## src/sfr_pkg.sv

```systemverilog
// Constants and carrier types for the serial flash array read path
package sfr_pkg;

   // ==========================================================================
   // Opcodes of the array read commands
   localparam logic [7:0]  OP_READ_SLOW = 8'h03;
   localparam logic [7:0]  OP_READ_FAST = 8'h0B;
   localparam logic [7:0]  OP_READ_DUAL = 8'h3B;

   // ==========================================================================
   // Field lengths, as the last value of the serial clock counter
   localparam logic [5:0]  CMD_LAST     = 6'h07;
   localparam logic [5:0]  ADDR_LAST    = 6'h17;
   localparam logic [5:0]  DUMMY_LAST   = 6'h07;
   localparam logic [5:0]  CNT_ZERO     = 6'h00;
   localparam logic [5:0]  CNT_ONE      = 6'h01;

   // Data clocks per byte: eight on one line, four on two lines
   localparam logic [2:0]  SINGLE_LAST  = 3'h7;
   localparam logic [2:0]  DUAL_LAST    = 3'h3;
   localparam logic [2:0]  OUT_ZERO     = 3'h0;
   localparam logic [2:0]  OUT_ONE      = 3'h1;

   // ==========================================================================
   // Array bounds; the read counter wraps from last to first
   localparam logic [23:0] ARRAY_LAST   = 24'h03FFFF;
   localparam logic [23:0] ARRAY_FIRST  = 24'h000000;
   localparam logic [23:0] ADDR_STEP    = 24'h000001;

   // ==========================================================================
   // Two-entry byte buffer between array and shifter
   localparam logic [1:0]  BUF_DEPTH    = 2'h2;
   localparam logic [1:0]  BUF_EMPTY    = 2'h0;
   localparam logic [1:0]  BUF_ONE      = 2'h1;

   // ==========================================================================
   // Pin synchroniser: positions in the pin vector and idle levels
   localparam int          PIN_SI       = 0;
   localparam int          PIN_SCLK     = 1;
   localparam int          PIN_CS       = 2;
   localparam logic [2:0]  PIN_IDLE     = 3'h4;

   // ==========================================================================
   // Timing: system clock and slowest link clock the bench uses
   localparam int          MCLK_PERIOD_NS = 25;
   localparam int          SCLK_PERIOD_NS = 200;
   localparam int          SCLK_HALF_CYC  = (SCLK_PERIOD_NS / 2) / MCLK_PERIOD_NS;

   // ==========================================================================
   // Transfer phases, Gray coded along the usual path
   typedef enum logic [2:0] {
      ST_CMD   = 3'b000,
      ST_ADDR  = 3'b001,
      ST_DUMMY = 3'b011,
      ST_DATA  = 3'b010,
      ST_SKIP  = 3'b110
   } sfr_state_t;

   // Filtered serial pins
   typedef struct packed {
      logic cs_n;
      logic sclk;
      logic si;
   } sfr_pins_t;

   // One data line: value and enable
   typedef struct packed {
      logic oe;
      logic d;
   } sfr_drive_t;

endpackage

```

## src/sfr_read.sv

```systemverilog
// Device-side array read path of a serial flash, single and dual output
//
// Operation
// - Opcode is eight bits, MSB first
// - 24-bit address follows MSB first, loads counter
// - Fast read skips one dummy byte, slow none
// - Single output: eight clocks per byte, streaming
// - Address counter advances one per byte
// - Chip select release floats SO one clock after the filtered select drops
// - Counter wraps from last location to zero
// - Dual read turns SI into an output
// - Dual output: four clocks per byte, no gaps
// - Dual pairs: high bit on SO, low on SI
// - Chip select release floats SO and SI
// - Format digits count command, address, data lines
`timescale 1ns/1ps
module sfr_read (
   // Clock and reset
   input  wire logic        mclk_i,
   input  wire logic        rst_n_i,
   // Serial bus pins
   input  wire logic        cs_n_i,
   input  wire logic        sclk_i,
   input  wire logic        si_i,
   output logic             si_o,
   output logic             si_oe_o,
   output logic             so_o,
   output logic             so_oe_o,
   // Array fetch port
   output logic             mem_req_o,
   output logic [23:0]      mem_addr_o,
   input  wire logic        mem_rvalid_i,
   input  wire logic [7:0]  mem_rdata_i,
   output logic             mem_rready_o
);

   // ==========================================================================
   // Pin synchroniser
   logic [2:0]        s1_ff, s2_ff, s3_ff, flt_ff, flt_d_ff;
   logic [2:0]        nxt_flt;
   sfr_pkg::sfr_pins_t pin_now, pin_old;
   logic              cs_act, sck_rise, sck_fall, si_s;

   // A change counts once stages two and three agree, filtering runt glitches
   genvar g;
   generate
      for (g = 0; g < 3; g++) begin : g_sync
         always_comb begin
            nxt_flt[g] = (s2_ff[g] == s3_ff[g]) ? s3_ff[g] : flt_ff[g];
         end
      end
   endgenerate

   // Registers of the synchroniser; stage one feeds stage two only
   always_ff @(posedge mclk_i) begin
      if (!rst_n_i) begin
         s1_ff    <= sfr_pkg::PIN_IDLE;
         s2_ff    <= sfr_pkg::PIN_IDLE;
         s3_ff    <= sfr_pkg::PIN_IDLE;
         flt_ff   <= sfr_pkg::PIN_IDLE;
         flt_d_ff <= sfr_pkg::PIN_IDLE;
      end else begin
         s1_ff    <= {cs_n_i, sclk_i, si_i};
         s2_ff    <= s1_ff;
         s3_ff    <= s2_ff;
         flt_ff   <= nxt_flt;
         flt_d_ff <= flt_ff;
      end
   end

   // Edge finding works the same whether the clock idles low or high
   assign pin_now  = flt_ff;
   assign pin_old  = flt_d_ff;
   assign cs_act   = ~pin_now.cs_n;
   assign sck_rise = cs_act & pin_now.sclk & ~pin_old.sclk;
   assign sck_fall = cs_act & ~pin_now.sclk & pin_old.sclk;
   assign si_s     = pin_now.si;

   // ==========================================================================
   // Command, address and dummy phases
   sfr_pkg::sfr_state_t state_ff, nxt_state;
   logic [5:0]        bit_cnt_ff, nxt_bit_cnt;
   logic [7:0]        cmd_ff, nxt_cmd;
   logic [23:0]       addr_sh_ff, nxt_addr_sh;
   logic [23:0]       fetch_addr_ff, nxt_fetch_addr;
   logic              fetch_en_ff, nxt_fetch_en;
   logic              dual_ff, nxt_dual;
   logic              issue;
   logic [7:0]        cmd_full;
   logic [23:0]       addr_full;

   assign cmd_full  = {cmd_ff[6:0], si_s};
   assign addr_full = {addr_sh_ff[22:0], si_s};

   // Phase sequencing on sampled rising edges
   always_comb begin
      nxt_state      = state_ff;
      nxt_bit_cnt    = bit_cnt_ff;
      nxt_cmd        = cmd_ff;
      nxt_addr_sh    = addr_sh_ff;
      nxt_fetch_addr = fetch_addr_ff;
      nxt_fetch_en   = fetch_en_ff;
      nxt_dual       = dual_ff;
      if (issue) begin
         // Prefetch walks the array; wrap adds no dead clocks
         if (fetch_addr_ff == sfr_pkg::ARRAY_LAST) begin
            nxt_fetch_addr = sfr_pkg::ARRAY_FIRST;
         end else begin
            nxt_fetch_addr = fetch_addr_ff + sfr_pkg::ADDR_STEP;
         end
      end
      if (!cs_act) begin
         nxt_state    = sfr_pkg::ST_CMD;
         nxt_bit_cnt  = sfr_pkg::CNT_ZERO;
         nxt_fetch_en = 1'b0;
         nxt_dual     = 1'b0;
      end else if (sck_rise) begin
         nxt_bit_cnt = bit_cnt_ff + sfr_pkg::CNT_ONE;
         case (state_ff)
            sfr_pkg::ST_CMD: begin
               nxt_cmd = cmd_full;
               if (bit_cnt_ff == sfr_pkg::CMD_LAST) begin
                  nxt_bit_cnt = sfr_pkg::CNT_ZERO;
                  case (cmd_full)
                     sfr_pkg::OP_READ_SLOW, sfr_pkg::OP_READ_FAST: begin
                        nxt_state = sfr_pkg::ST_ADDR;
                     end
                     sfr_pkg::OP_READ_DUAL: begin
                        nxt_state = sfr_pkg::ST_ADDR;
                        nxt_dual  = 1'b1;
                     end
                     default: begin
                        nxt_state = sfr_pkg::ST_SKIP;
                     end
                  endcase
               end
            end
            sfr_pkg::ST_ADDR: begin
               nxt_addr_sh = addr_full;
               if (bit_cnt_ff == sfr_pkg::ADDR_LAST) begin
                  nxt_bit_cnt    = sfr_pkg::CNT_ZERO;
                  nxt_fetch_addr = addr_full;
                  nxt_fetch_en   = 1'b1;
                  // Slow read has no dummy byte, the others have one
                  nxt_state = (cmd_ff == sfr_pkg::OP_READ_SLOW) ?
                              sfr_pkg::ST_DATA : sfr_pkg::ST_DUMMY;
               end
            end
            sfr_pkg::ST_DUMMY: begin
               // Dummy bits are sampled and thrown away
               if (bit_cnt_ff == sfr_pkg::DUMMY_LAST) begin
                  nxt_bit_cnt = sfr_pkg::CNT_ZERO;
                  nxt_state   = sfr_pkg::ST_DATA;
               end
            end
            sfr_pkg::ST_DATA, sfr_pkg::ST_SKIP: begin
               nxt_bit_cnt = sfr_pkg::CNT_ZERO;
            end
            default: begin
               nxt_state = sfr_pkg::ST_SKIP;
            end
         endcase
      end
   end

   // Registers of the phase logic
   always_ff @(posedge mclk_i) begin
      if (!rst_n_i) begin
         state_ff      <= sfr_pkg::ST_CMD;
         bit_cnt_ff    <= sfr_pkg::CNT_ZERO;
         cmd_ff        <= 8'h00;
         addr_sh_ff    <= 24'h000000;
         fetch_addr_ff <= sfr_pkg::ARRAY_FIRST;
         fetch_en_ff   <= 1'b0;
         dual_ff       <= 1'b0;
      end else begin
         state_ff      <= nxt_state;
         bit_cnt_ff    <= nxt_bit_cnt;
         cmd_ff        <= nxt_cmd;
         addr_sh_ff    <= nxt_addr_sh;
         fetch_addr_ff <= nxt_fetch_addr;
         fetch_en_ff   <= nxt_fetch_en;
         dual_ff       <= nxt_dual;
      end
   end

   // ==========================================================================
   // Array fetch and two-entry byte buffer
   logic [7:0]        buf_ff [2];
   logic [7:0]        nxt_buf [2];
   logic              wr_ptr_ff, rd_ptr_ff, nxt_wr_ptr, nxt_rd_ptr;
   logic [1:0]        cnt_ff, nxt_cnt;
   logic              pend_ff, nxt_pend, stale_ff, nxt_stale;
   logic              req_ff, nxt_req, rready_ff, nxt_rready;
   logic [23:0]       maddr_ff, nxt_maddr;
   logic              push, pop, take;
   logic [7:0]        head;

   // One fetch in flight at most, so an answer always finds room
   assign issue = fetch_en_ff & cs_act & ~pend_ff & (cnt_ff < sfr_pkg::BUF_DEPTH);
   assign take  = mem_rvalid_i & rready_ff & pend_ff;
   assign push  = take & ~stale_ff & cs_act;
   assign head  = (cnt_ff == sfr_pkg::BUF_EMPTY) ? 8'h00 : buf_ff[rd_ptr_ff];

   // Buffer pointers, occupancy and the fetch handshake
   always_comb begin
      nxt_buf    = buf_ff;
      nxt_wr_ptr = wr_ptr_ff;
      nxt_rd_ptr = rd_ptr_ff;
      nxt_cnt    = cnt_ff;
      nxt_req    = issue;
      nxt_maddr  = issue ? fetch_addr_ff : maddr_ff;
      nxt_pend   = issue | (pend_ff & ~take);
      // An answer owed to an ended transfer is dropped when it comes
      nxt_stale  = (stale_ff | (pend_ff & ~cs_act)) & ~take;
      if (push) begin
         nxt_buf[wr_ptr_ff] = mem_rdata_i;
         nxt_wr_ptr         = ~wr_ptr_ff;
      end
      if (pop) begin
         nxt_rd_ptr = ~rd_ptr_ff;
      end
      case ({push, pop})
         2'b10:   nxt_cnt = cnt_ff + sfr_pkg::BUF_ONE;
         2'b01:   nxt_cnt = cnt_ff - sfr_pkg::BUF_ONE;
         default: nxt_cnt = cnt_ff;
      endcase
      if (!cs_act) begin
         nxt_wr_ptr = 1'b0;
         nxt_rd_ptr = 1'b0;
         nxt_cnt    = sfr_pkg::BUF_EMPTY;
      end
      nxt_rready = (nxt_cnt < sfr_pkg::BUF_DEPTH);
   end

   // Registers of the fetch path
   always_ff @(posedge mclk_i) begin
      if (!rst_n_i) begin
         buf_ff[0] <= 8'h00;
         buf_ff[1] <= 8'h00;
         wr_ptr_ff <= 1'b0;
         rd_ptr_ff <= 1'b0;
         cnt_ff    <= sfr_pkg::BUF_EMPTY;
         pend_ff   <= 1'b0;
         stale_ff  <= 1'b0;
         req_ff    <= 1'b0;
         rready_ff <= 1'b1;
         maddr_ff  <= sfr_pkg::ARRAY_FIRST;
      end else begin
         buf_ff    <= nxt_buf;
         wr_ptr_ff <= nxt_wr_ptr;
         rd_ptr_ff <= nxt_rd_ptr;
         cnt_ff    <= nxt_cnt;
         pend_ff   <= nxt_pend;
         stale_ff  <= nxt_stale;
         req_ff    <= nxt_req;
         rready_ff <= nxt_rready;
         maddr_ff  <= nxt_maddr;
      end
   end

   assign mem_req_o    = req_ff;
   assign mem_addr_o   = maddr_ff;
   assign mem_rready_o = rready_ff;

   // ==========================================================================
   // Data shifter, driven on falling edges
   logic [2:0]        out_cnt_ff, nxt_out_cnt;
   logic [7:0]        sh_ff, nxt_sh;
   sfr_pkg::sfr_drive_t so_ff, si_ff, nxt_so, nxt_si;
   logic              byte_start;

   assign byte_start = (state_ff == sfr_pkg::ST_DATA) & sck_fall & (out_cnt_ff == sfr_pkg::OUT_ZERO);
   assign pop        = byte_start & (cnt_ff != sfr_pkg::BUF_EMPTY);

   // Bytes go out MSB first; an empty buffer sends zeros
   always_comb begin
      nxt_out_cnt = out_cnt_ff;
      nxt_sh      = sh_ff;
      nxt_so      = so_ff;
      nxt_si      = si_ff;
      if (!cs_act) begin
         nxt_out_cnt = sfr_pkg::OUT_ZERO;
         nxt_so.oe   = 1'b0;
         nxt_si.oe   = 1'b0;
      end else if ((state_ff == sfr_pkg::ST_DATA) && sck_fall) begin
         if (out_cnt_ff == sfr_pkg::OUT_ZERO) begin
            nxt_so = '{oe: 1'b1, d: head[7]};
            if (dual_ff) begin
               nxt_si = '{oe: 1'b1, d: head[6]};
               nxt_sh = {head[5:0], 2'b00};
            end else begin
               nxt_sh = {head[6:0], 1'b0};
            end
         end else if (dual_ff) begin
            nxt_so.d = sh_ff[7];
            nxt_si.d = sh_ff[6];
            nxt_sh   = {sh_ff[5:0], 2'b00};
         end else begin
            nxt_so.d = sh_ff[7];
            nxt_sh   = {sh_ff[6:0], 1'b0};
         end
         // Next byte follows the last group with no gap
         if (out_cnt_ff == (dual_ff ? sfr_pkg::DUAL_LAST : sfr_pkg::SINGLE_LAST)) begin
            nxt_out_cnt = sfr_pkg::OUT_ZERO;
         end else begin
            nxt_out_cnt = out_cnt_ff + sfr_pkg::OUT_ONE;
         end
      end
   end

   // Registers of the shifter; line values hold when released
   always_ff @(posedge mclk_i) begin
      if (!rst_n_i) begin
         out_cnt_ff <= sfr_pkg::OUT_ZERO;
         sh_ff      <= 8'h00;
         so_ff      <= '{oe: 1'b0, d: 1'b0};
         si_ff      <= '{oe: 1'b0, d: 1'b0};
      end else begin
         out_cnt_ff <= nxt_out_cnt;
         sh_ff      <= nxt_sh;
         so_ff      <= nxt_so;
         si_ff      <= nxt_si;
      end
   end

   assign so_o    = so_ff.d;
   assign so_oe_o = so_ff.oe;
   assign si_o    = si_ff.d;
   assign si_oe_o = si_ff.oe;
endmodule

```

## config.mk

```make
export PLATFORM = sky130hd
export DESIGN_NAME = sfr_read
export DESIGN_NICKNAME = d
export VERILOG_FILES = /design/src/sfr_pkg.sv /design/src/sfr_read.sv
export SDC_FILE = /design/constraint.sdc
export NUM_CORES = 1
export LEC_CHECK = 0
export BUFFER_PORTS_ARGS = -buffer_cell sky130_fd_sc_hd__buf_2
export CAP_MARGIN = 20
export CELL_PAD_IN_SITES_DETAIL_PLACEMENT = 0
export CELL_PAD_IN_SITES_GLOBAL_PLACEMENT = 1
export CORE_MARGIN = 2
export CORE_UTILIZATION = 41
export DETAILED_ROUTE_END_ITERATION = 10
export PLACE_DENSITY_LB_ADDON = 0.05
export SLEW_MARGIN = 40
export SYNTH_ARGS = -nofsm -noshare
export SYNTH_HDL_FRONTEND = slang
export SYNTH_SLANG_ARGS = --single-unit
export TNS_END_PERCENT = 50
```

## constraint.sdc

```tcl
create_clock -name mclk_i -period 2 [get_ports mclk_i]
set_input_delay 0.4 -clock mclk_i [delete_from_list [all_inputs] [get_ports mclk_i]]
set_output_delay 0.4 -clock mclk_i [all_outputs]
set_load 0.02 [all_outputs]
```

==> metrics.txt, run 1 <==
# TYPE chip_impl_metric gauge
chip_impl_metric{name="firstDrtPassIters",unit=""} 5
chip_impl_metric{name="wl_met2",unit="um"} 6690
chip_impl_metric{name="gp_congestion",unit=""} 0.865
chip_impl_metric{name="worst-path-max-fanout",unit=""} 6
chip_impl_metric{name="post-route-min-period",unit="ps"} 2090
chip_impl_metric{name="final_setup_tns",unit="ps"} -442
chip_impl_info{name="highest-signal-layer",value="met4"} 1
chip_impl_metric{name="synth_cell_type_count",unit=""} 59
chip_impl_metric{name="synth_seq_area_share",unit=""} 0.478
chip_impl_info{name="rsz0062_at_grt",value="true"} 1
chip_impl_metric{name="layout.cells.non_filler",unit=""} 1009
chip_impl_metric{name="core_area",unit="mm2"} 0.0140
chip_impl_metric{name="met1_length",unit="um"} 7550
chip_impl_metric{name="synth_cells",unit=""} 712
chip_impl_metric{name="n_fill_cell",unit=""} 1352
chip_impl_info{name="path_delay_family",value="simple AND/OR/NAND/NOR gates"} 1
chip_impl_metric{name="final.period_utilization",unit=""} 1.04
chip_impl_info{name="timing_worst_setup_path_type",value="register to register"} 1
chip_impl_metric{name="final_number_of_max_transition_violations",unit=""} 0
chip_impl_metric{name="routed_wirelength",unit="um"} 15000
chip_impl_info{name="tritoncts",value="yes"} 1
chip_impl_metric{name="cts_max_level",unit=""} 4
chip_impl_metric{name="detail_route.wl_per_cell",unit="um"} 14.9
chip_impl_metric{name="vdd.ir_drop.worst",unit="mV"} 0.593
chip_impl_info{name="ys.flop_type",value="dfxtp_1"} 1
chip_impl_metric{name="fmax",unit="MHz"} 479
chip_impl_info{name="cts_root_buf",value="clkbuf_16"} 1
chip_impl_metric{name="cts-buffers-inserted",unit=""} 17
chip_impl_metric{name="routed_via_density",unit=""} 5.15
chip_impl_metric{name="worst-endpoint-required",unit="ps"} 2310
chip_impl_metric{name="number_of_antenna_violations_at_the_first_check_in_global_routing",unit=""} 0
chip_impl_metric{name="drt_drc_violations_left",unit=""} 0
chip_impl_metric{name="grt_overflow",unit=""} 0
chip_impl_metric{name="setup_viol",unit=""} 13
chip_impl_metric{name="static_power_due_to_leakage",unit="uW"} 0.00288
chip_impl_metric{name="io_pins",unit=""} 44
chip_impl_metric{name="maxCapViolCount",unit=""} 0
chip_impl_metric{name="grt_first_pass_wirelength",unit="um"} 24600
chip_impl_metric{name="cts.sinks",unit=""} 141
chip_impl_metric{name="cts.reportedPaths.clkPinSlew",unit="ps"} 60
chip_impl_metric{name="clock_latency",unit="ps"} 420
chip_impl_metric{name="placement.setup.worst_slack",unit="ps"} -165
chip_impl_metric{name="post_synthesis_net_count",unit=""} 731
chip_impl_metric{name="hold-worst-slack",unit="ps"} 163
chip_impl_metric{name="detail-route-antenna-nets",unit=""} 0
chip_impl_metric{name="synth-edff-count",unit=""} 0
chip_impl_metric{name="dr_total_vias",unit=""} 5201
chip_impl_metric{name="max_clock_skew",unit="ps"} 6.52
chip_impl_metric{name="pin_count_of_the_biggest_net_entering_global_routing",unit=""} 24
chip_impl_metric{name="die_area",unit="mm2"} 0.0154
chip_impl_metric{name="drtIter0Drc",unit=""} 271
chip_impl_metric{name="asyncSetResetFlopFracSynth",unit=""} 0
chip_impl_metric{name="synth_area_per_cell",unit="um2"} 8.29
chip_impl_metric{name="area_delta_synth_final",unit="%"} 30.1
chip_impl_info{name="layout_common_cells",value="nand2_1 (153), dfxtp_1 (138), a21oi_1 (88), buf_4 (69), nor2_1 (45)"} 1
chip_impl_metric{name="die_y",unit="um"} 124
chip_impl_metric{name="row_count",unit=""} 43
chip_impl_metric{name="synth_area",unit="mm2"} 0.00590
chip_impl_info{name="critical_path.slowest_cell",value="or4b_4"} 1
chip_impl_metric{name="placed_cells_incl_taps",unit=""} 968
chip_impl_metric{name="power_density",unit="mW/mm2"} 770
chip_impl_metric{name="synth.ff_latch_count",unit=""} 141
chip_impl_metric{name="post_route_cells_drive_above_1_share",unit=""} 0.246
chip_impl_info{name="min-delay-path-class",value="input pin to register"} 1
chip_impl_info{name="path_cells",value="or4b_4 -> or2_4 -> or3_4 -> buf_8 -> buf_16 -> o2111a_1"} 1
chip_impl_metric{name="grt.total_usage",unit=""} 0.208
chip_impl_metric{name="first_global_vias",unit=""} 5002
chip_impl_metric{name="met3WireLength",unit="um"} 617
chip_impl_metric{name="timing.slew.headroom",unit=""} 0.577
chip_impl_metric{name="dpl.hpwl",unit="um"} 10500
chip_impl_info{name="startpoint_class_of_the_critical_path",value="register"} 1
chip_impl_metric{name="antennaDiodeCount",unit=""} 0
chip_impl_metric{name="layout.nets",unit=""} 835
chip_impl_metric{name="initial_cell_density_of_the_core",unit=""} 0.422
chip_impl_metric{name="die_x",unit="um"} 124
chip_impl_metric{name="ctsHoldBuffers",unit=""} 0
chip_impl_metric{name="setup_ws",unit="ps"} -88.2
chip_impl_metric{name="final_core_utilization",unit=""} 0.549
chip_impl_info{name="outcome",value="finished, violations left"} 1
chip_impl_metric{name="crit_path_largest_cell_delay",unit="ps"} 530
chip_impl_info{name="layout_commonest_cell",value="nand2_1"} 1
chip_impl_metric{name="synthesis.yosys.warnings",unit=""} 0
chip_impl_metric{name="cp_data_arrival_time",unit="ps"} 2390
chip_impl_metric{name="hold_viol_final",unit=""} 0
chip_impl_info{name="worst_setup_end_kind",value="register"} 1
chip_impl_metric{name="critical_path_buf_inv_count",unit=""} 2
chip_impl_metric{name="timing_worst_slew_pin_value",unit="ps"} 634
chip_impl_info{name="failing_checks",value="setup timing"} 1
chip_impl_metric{name="number_of_input_and_output_port_buffers_inserted",unit=""} 43
chip_impl_metric{name="clock_path_buffers",unit=""} 2
## Yosys cell counts, types with 5 or more instances
cell / n / share of area
a211oi_2: 5 / 0.011
a21oi_1: 91 / 0.077
and2_1: 8 / 0.0085
clkbuf_1: 34 / 0.022
dfxtp_1: 141 / 0.48
ha_1: 5 / 0.011
inv_1: 13 / 0.0083
mux2_2: 8 / 0.015
mux2i_1: 8 / 0.014
nand2_1: 153 / 0.097
nand2b_1: 8 / 0.0085
nand3_1: 32 / 0.027
nand4_1: 12 / 0.013
nor2_1: 51 / 0.032
nor3_1: 11 / 0.0093
nor4_1: 7 / 0.0074
o21ai_0: 25 / 0.021
xnor2_1: 15 / 0.022
xor2_1: 15 / 0.022
## registers in the layout (all words and copies together) (netlist names), 2 cells and up
signal,count
s1_ff,3
s2_ff,3
bit_cnt_ff,6
fetch_addr_ff,24
buf_ff,16
sh_ff,7
flt_ff,3
addr_sh_ff,23
s3_ff,3
cmd_ff,8
mem_addr_o,24
state_ff,3
cnt_ff,2
out_cnt_ff,3
## stage by stage
step,total power (uW),cell area (um2)
2_1_floorplan,2920,5910
3_3_place_gp,2970,6790
3_5_place_dp,2970,6790
4_1_cts,6000,7520
5_1_grt,6130,7680
6_report,5920,7680
## layout make-up
| cell class | instances | area (um2) | share of cell area |
|---|---|---|---|
| inverters | 15 | 56.3 | 0.00733 |
| multi-input cells | 517 | 3050 | 0.398 |
| repair buffers | 124 | 953 | 0.124 |
| clock inverters | 6 | 57.6 | 0.00749 |
| clock buffers | 26 | 509 | 0.0663 |
| flip-flops and latches | 141 | 2830 | 0.368 |
| well taps | 180 | 225 | 0.0293 |
## worst register-to-register path: stages, from the launching register on
cell and delay [ps]:
dfxtp_2 320, or4b_4 530, or2_4 240, or3_4 360, buf_8 160, buf_16 150, o2111a_1 220
## metal layers
layer / track usage / up-vias
li1: - / 2670
met1: 0.288 / 2419
met5: 0 / -
met3: 0.0563 / 17
met2: 0.319 / 95
met4: 0.0569 / 0
## timing repair
item                       4_1_cts  5_1_grt
setup buffers                    3        3
setup endpoints to repair       26       26
cloned                           2        1
gates resized for setup         20       33
pin swaps                        1        3
## worst paths after layout
check / cells past startpoint / slack, ps / endpoint / start
setup / recovery: 6 / -90 / fetch_addr_ff[15]$_SDFF_PN0_ / state_ff[2]$_SDFFE_PP0P_
hold reg to reg: 1 / 420 / s2_ff[2]$_SDFF_PN1_ / s1_ff[2]$_SDFF_PN1_
hold / removal: 2 / 160 / s1_ff[2]$_SDFF_PN1_ / cs_n_i
setup reg to reg: 6 / -90 / fetch_addr_ff[15]$_SDFF_PN0_ / state_ff[2]$_SDFFE_PP0P_
## logic make-up (layout without fill, tap and decap cells)
logic type,count (synthesis),in the layout,synth area share
multiplexers,16,16,0.0288
adder cells (fa/ha/maj),5,5,0.0106
AO/OA/AOI/OAI,154,154,0.155
XOR/XNOR,30,30,0.0445
buffers and inverters,54,171,0.0386
flip-flops,141,141,0.478
AND/OR/NAND/NOR,312,312,0.244
## power breakdown
part	switching [uW]	total (uW)	internal, uW
clock	1130	3000	1870
combinational	58.6	96.5	38.0
sequential	2.76	2820	2820
(Power assumes the default switching activity.)
==> inputs of run 2 (changes only) <==
BUFFER_PORTS_ARGS = not set   (was -buffer_cell sky130_fd_sc_hd__buf_2)
CORE_UTILIZATION = 43   (was 41)
DONT_BUFFER_PORTS = 1   (was not set)
==> run 2 against run 1 <==
Compared with the run above: the flow still finishes with violations (setup timing); clock skew increased by 3.5 ps; clock-buffer cell count decreased by 4; final cell count decreased by 5.7%; critical path type unchanged; largest cell class unchanged.
==> metrics.txt, run 2 (synthesized netlist as in run 1, its figures left out) <==
# TYPE chip_impl_metric gauge
chip_impl_info{name="outcome",value="finished, violations left"} 1
chip_impl_info{name="failing_checks",value="setup timing"} 1
chip_impl_info{name="layout_common_cells",value="nand2_1 (153), dfxtp_1 (137), a21oi_1 (90), buf_4 (60), nor2_1 (46)"} 1
chip_impl_metric{name="drtIter0Drc",unit=""} 391
chip_impl_metric{name="grt.total_usage",unit=""} 0.204
chip_impl_metric{name="detail-route-antenna-nets",unit=""} 0
chip_impl_info{name="startpoint_class_of_the_critical_path",value="register"} 1
chip_impl_metric{name="pin_count_of_the_biggest_net_entering_global_routing",unit=""} 87
chip_impl_metric{name="clock_latency",unit="ps"} 420
chip_impl_metric{name="number_of_input_and_output_port_buffers_inserted",unit=""} 0
chip_impl_info{name="rsz0062_at_grt",value="true"} 1
chip_impl_metric{name="die_area",unit="mm2"} 0.0147
chip_impl_metric{name="fmax",unit="MHz"} 464
chip_impl_info{name="cts_root_buf",value="clkbuf_16"} 1
chip_impl_metric{name="routed_wirelength",unit="um"} 14600
chip_impl_metric{name="power_density",unit="mW/mm2"} 846
chip_impl_info{name="timing_worst_setup_path_type",value="register to register"} 1
chip_impl_metric{name="layout.nets",unit=""} 781
chip_impl_metric{name="dr_total_vias",unit=""} 5101
chip_impl_metric{name="timing_worst_slew_pin_value",unit="ps"} 496
chip_impl_metric{name="final_number_of_max_transition_violations",unit=""} 0
chip_impl_metric{name="initial_cell_density_of_the_core",unit=""} 0.442
chip_impl_metric{name="cts.reportedPaths.clkPinSlew",unit="ps"} 60
chip_impl_metric{name="static_power_due_to_leakage",unit="uW"} 0.00263
chip_impl_metric{name="cts_max_level",unit=""} 4
chip_impl_metric{name="switchingPower",unit="uW"} 1210
chip_impl_metric{name="power.internal",unit="uW"} 5080
chip_impl_metric{name="firstDrtPassIters",unit=""} 5
chip_impl_metric{name="power.switching_fraction",unit=""} 0.192
chip_impl_info{name="layout_commonest_cell",value="nand2_1"} 1
chip_impl_metric{name="power.combinational.fraction",unit=""} 0.009
chip_impl_metric{name="maxCapViolCount",unit=""} 0
chip_impl_metric{name="footprint_of_the_multi_input_gates",unit="mm2"} 0.00305
chip_impl_metric{name="setup_viol",unit=""} 16
chip_impl_metric{name="first_global_vias",unit=""} 4757
chip_impl_metric{name="cts.sinks",unit=""} 141
chip_impl_metric{name="worst-path-max-fanout",unit=""} 7
chip_impl_metric{name="die_y",unit="um"} 121
chip_impl_metric{name="seq_area",unit="mm2"} 0.00283
chip_impl_metric{name="gp_congestion",unit=""} 0.889
chip_impl_metric{name="hold-worst-slack",unit="ps"} 51.0
chip_impl_metric{name="clock_path_buffers",unit=""} 2
chip_impl_metric{name="placement.setup.worst_slack",unit="ps"} -260
chip_impl_metric{name="core_area",unit="mm2"} 0.0133
chip_impl_metric{name="post-route-min-period",unit="ps"} 2160
chip_impl_metric{name="final.period_utilization",unit=""} 1.08
chip_impl_info{name="min-delay-path-class",value="input pin to register"} 1
chip_impl_metric{name="row_count",unit=""} 42
chip_impl_metric{name="drt_drc_violations_left",unit=""} 0
chip_impl_metric{name="n_fill_cell",unit=""} 1237
chip_impl_metric{name="layout.cells.non_filler",unit=""} 951
chip_impl_metric{name="grt_overflow",unit=""} 0
chip_impl_metric{name="ctsHoldBuffers",unit=""} 0
chip_impl_metric{name="die_x",unit="um"} 121
chip_impl_metric{name="detail_route.wl_per_cell",unit="um"} 15.3
chip_impl_info{name="worst_setup_end_kind",value="register"} 1
chip_impl_metric{name="placed_cells_incl_taps",unit=""} 913
chip_impl_metric{name="routed_via_density",unit=""} 5.36
chip_impl_metric{name="grt_first_pass_wirelength",unit="um"} 23600
chip_impl_metric{name="cts-buffers-inserted",unit=""} 17
chip_impl_metric{name="seqPwrFrac",unit=""} 0.448
chip_impl_metric{name="io_pins",unit=""} 44
chip_impl_metric{name="number_of_antenna_violations_at_the_first_check_in_global_routing",unit=""} 0
chip_impl_metric{name="hold_viol_final",unit=""} 0
chip_impl_metric{name="cp_data_arrival_time",unit="ps"} 2490
chip_impl_metric{name="p_total",unit="uW"} 6290
chip_impl_metric{name="area_delta_synth_final",unit="%"} 25.9
chip_impl_metric{name="timing.slew.headroom",unit=""} 0.669
chip_impl_metric{name="dpl.hpwl",unit="um"} 9810
chip_impl_metric{name="setup_ws",unit="ps"} -157
chip_impl_metric{name="antennaDiodeCount",unit=""} 0
chip_impl_metric{name="worst-endpoint-required",unit="ps"} 2330
chip_impl_metric{name="final_core_utilization",unit=""} 0.557
chip_impl_metric{name="max_clock_skew",unit="ps"} 10.0
chip_impl_metric{name="p_clk_frac",unit=""} 0.543
chip_impl_metric{name="vdd.ir_drop.worst",unit="mV"} 0.476
chip_impl_metric{name="post_route_cells_drive_above_1_share",unit=""} 0.200
chip_impl_info{name="tritoncts",value="yes"} 1
==> run 2: repair_timing <==
item                                    CTS  global route
setup buffers                             3             1
gates resized for setup                  20            35
endpoints found under the setup margin   21            31
gates cloned                              1             1
pin swaps                                 2             7
==> run 2: power groups by stage <==
stage               combinational [uW]  sequential [uW]  clock [uW]
floorplan                         43.6             2880           0
global placement                  48.9             2880           0
detailed placement                49.9             2880           0
CTS                               51.5             2820        3480
global route                      59.1             2820        3610
finish                            53.7             2820        3420
==> run 2: through the flow <==
stage	setup TNS, ps	area, um2
6_report	-782	7430
5_1_grt	-1910	7430
4_1_cts	-129	7290
3_5_place_dp	-1900	6500
3_3_place_gp	-856	6500
2_1_floorplan	-1340	5910
==> run 2: area by class of cell <==
class	count	area share
Multi-Input combinational cell	517	0.411
Sequential cell	141	0.380
Timing Repair Buffer	70	0.0838
Clock buffer	22	0.0665
Tap cell	176	0.0296
Clock inverter	10	0.0214
Inverter	15	0.00757
==> run 2: final timing paths <==
path / from / endpoint / slack (ps) / cells after the start
worst max-delay path: state_ff[1]$_SDFFE_PP0P_ / fetch_addr_ff[10]$_SDFF_PN0_ / -160 / 6
worst min-delay path: rst_n_i / s1_ff[2]$_SDFF_PN1_ / 50 / 1
worst max register to register: state_ff[1]$_SDFFE_PP0P_ / fetch_addr_ff[10]$_SDFF_PN0_ / -160 / 6
worst min register to register: s1_ff[2]$_SDFF_PN1_ / s2_ff[2]$_SDFF_PN1_ / 410 / 1
==> run 2: layer usage <==
layer	GRT usage	vias to the layer above	wire length, um
met1	0.280	2402	6970
met2	0.310	124	6530
met4	0.0690	0	197
met3	0.0559	13	859
met5	0	-	0
li1	-	2562	-
==> run 2: critical path, stage by stage (launching register included) <==
cell and delay [ps]:
dfxtp_2 320, or4b_4 530, or2_1 250, or3_4 440, buf_12 170, buf_8 120, a211oi_4 230
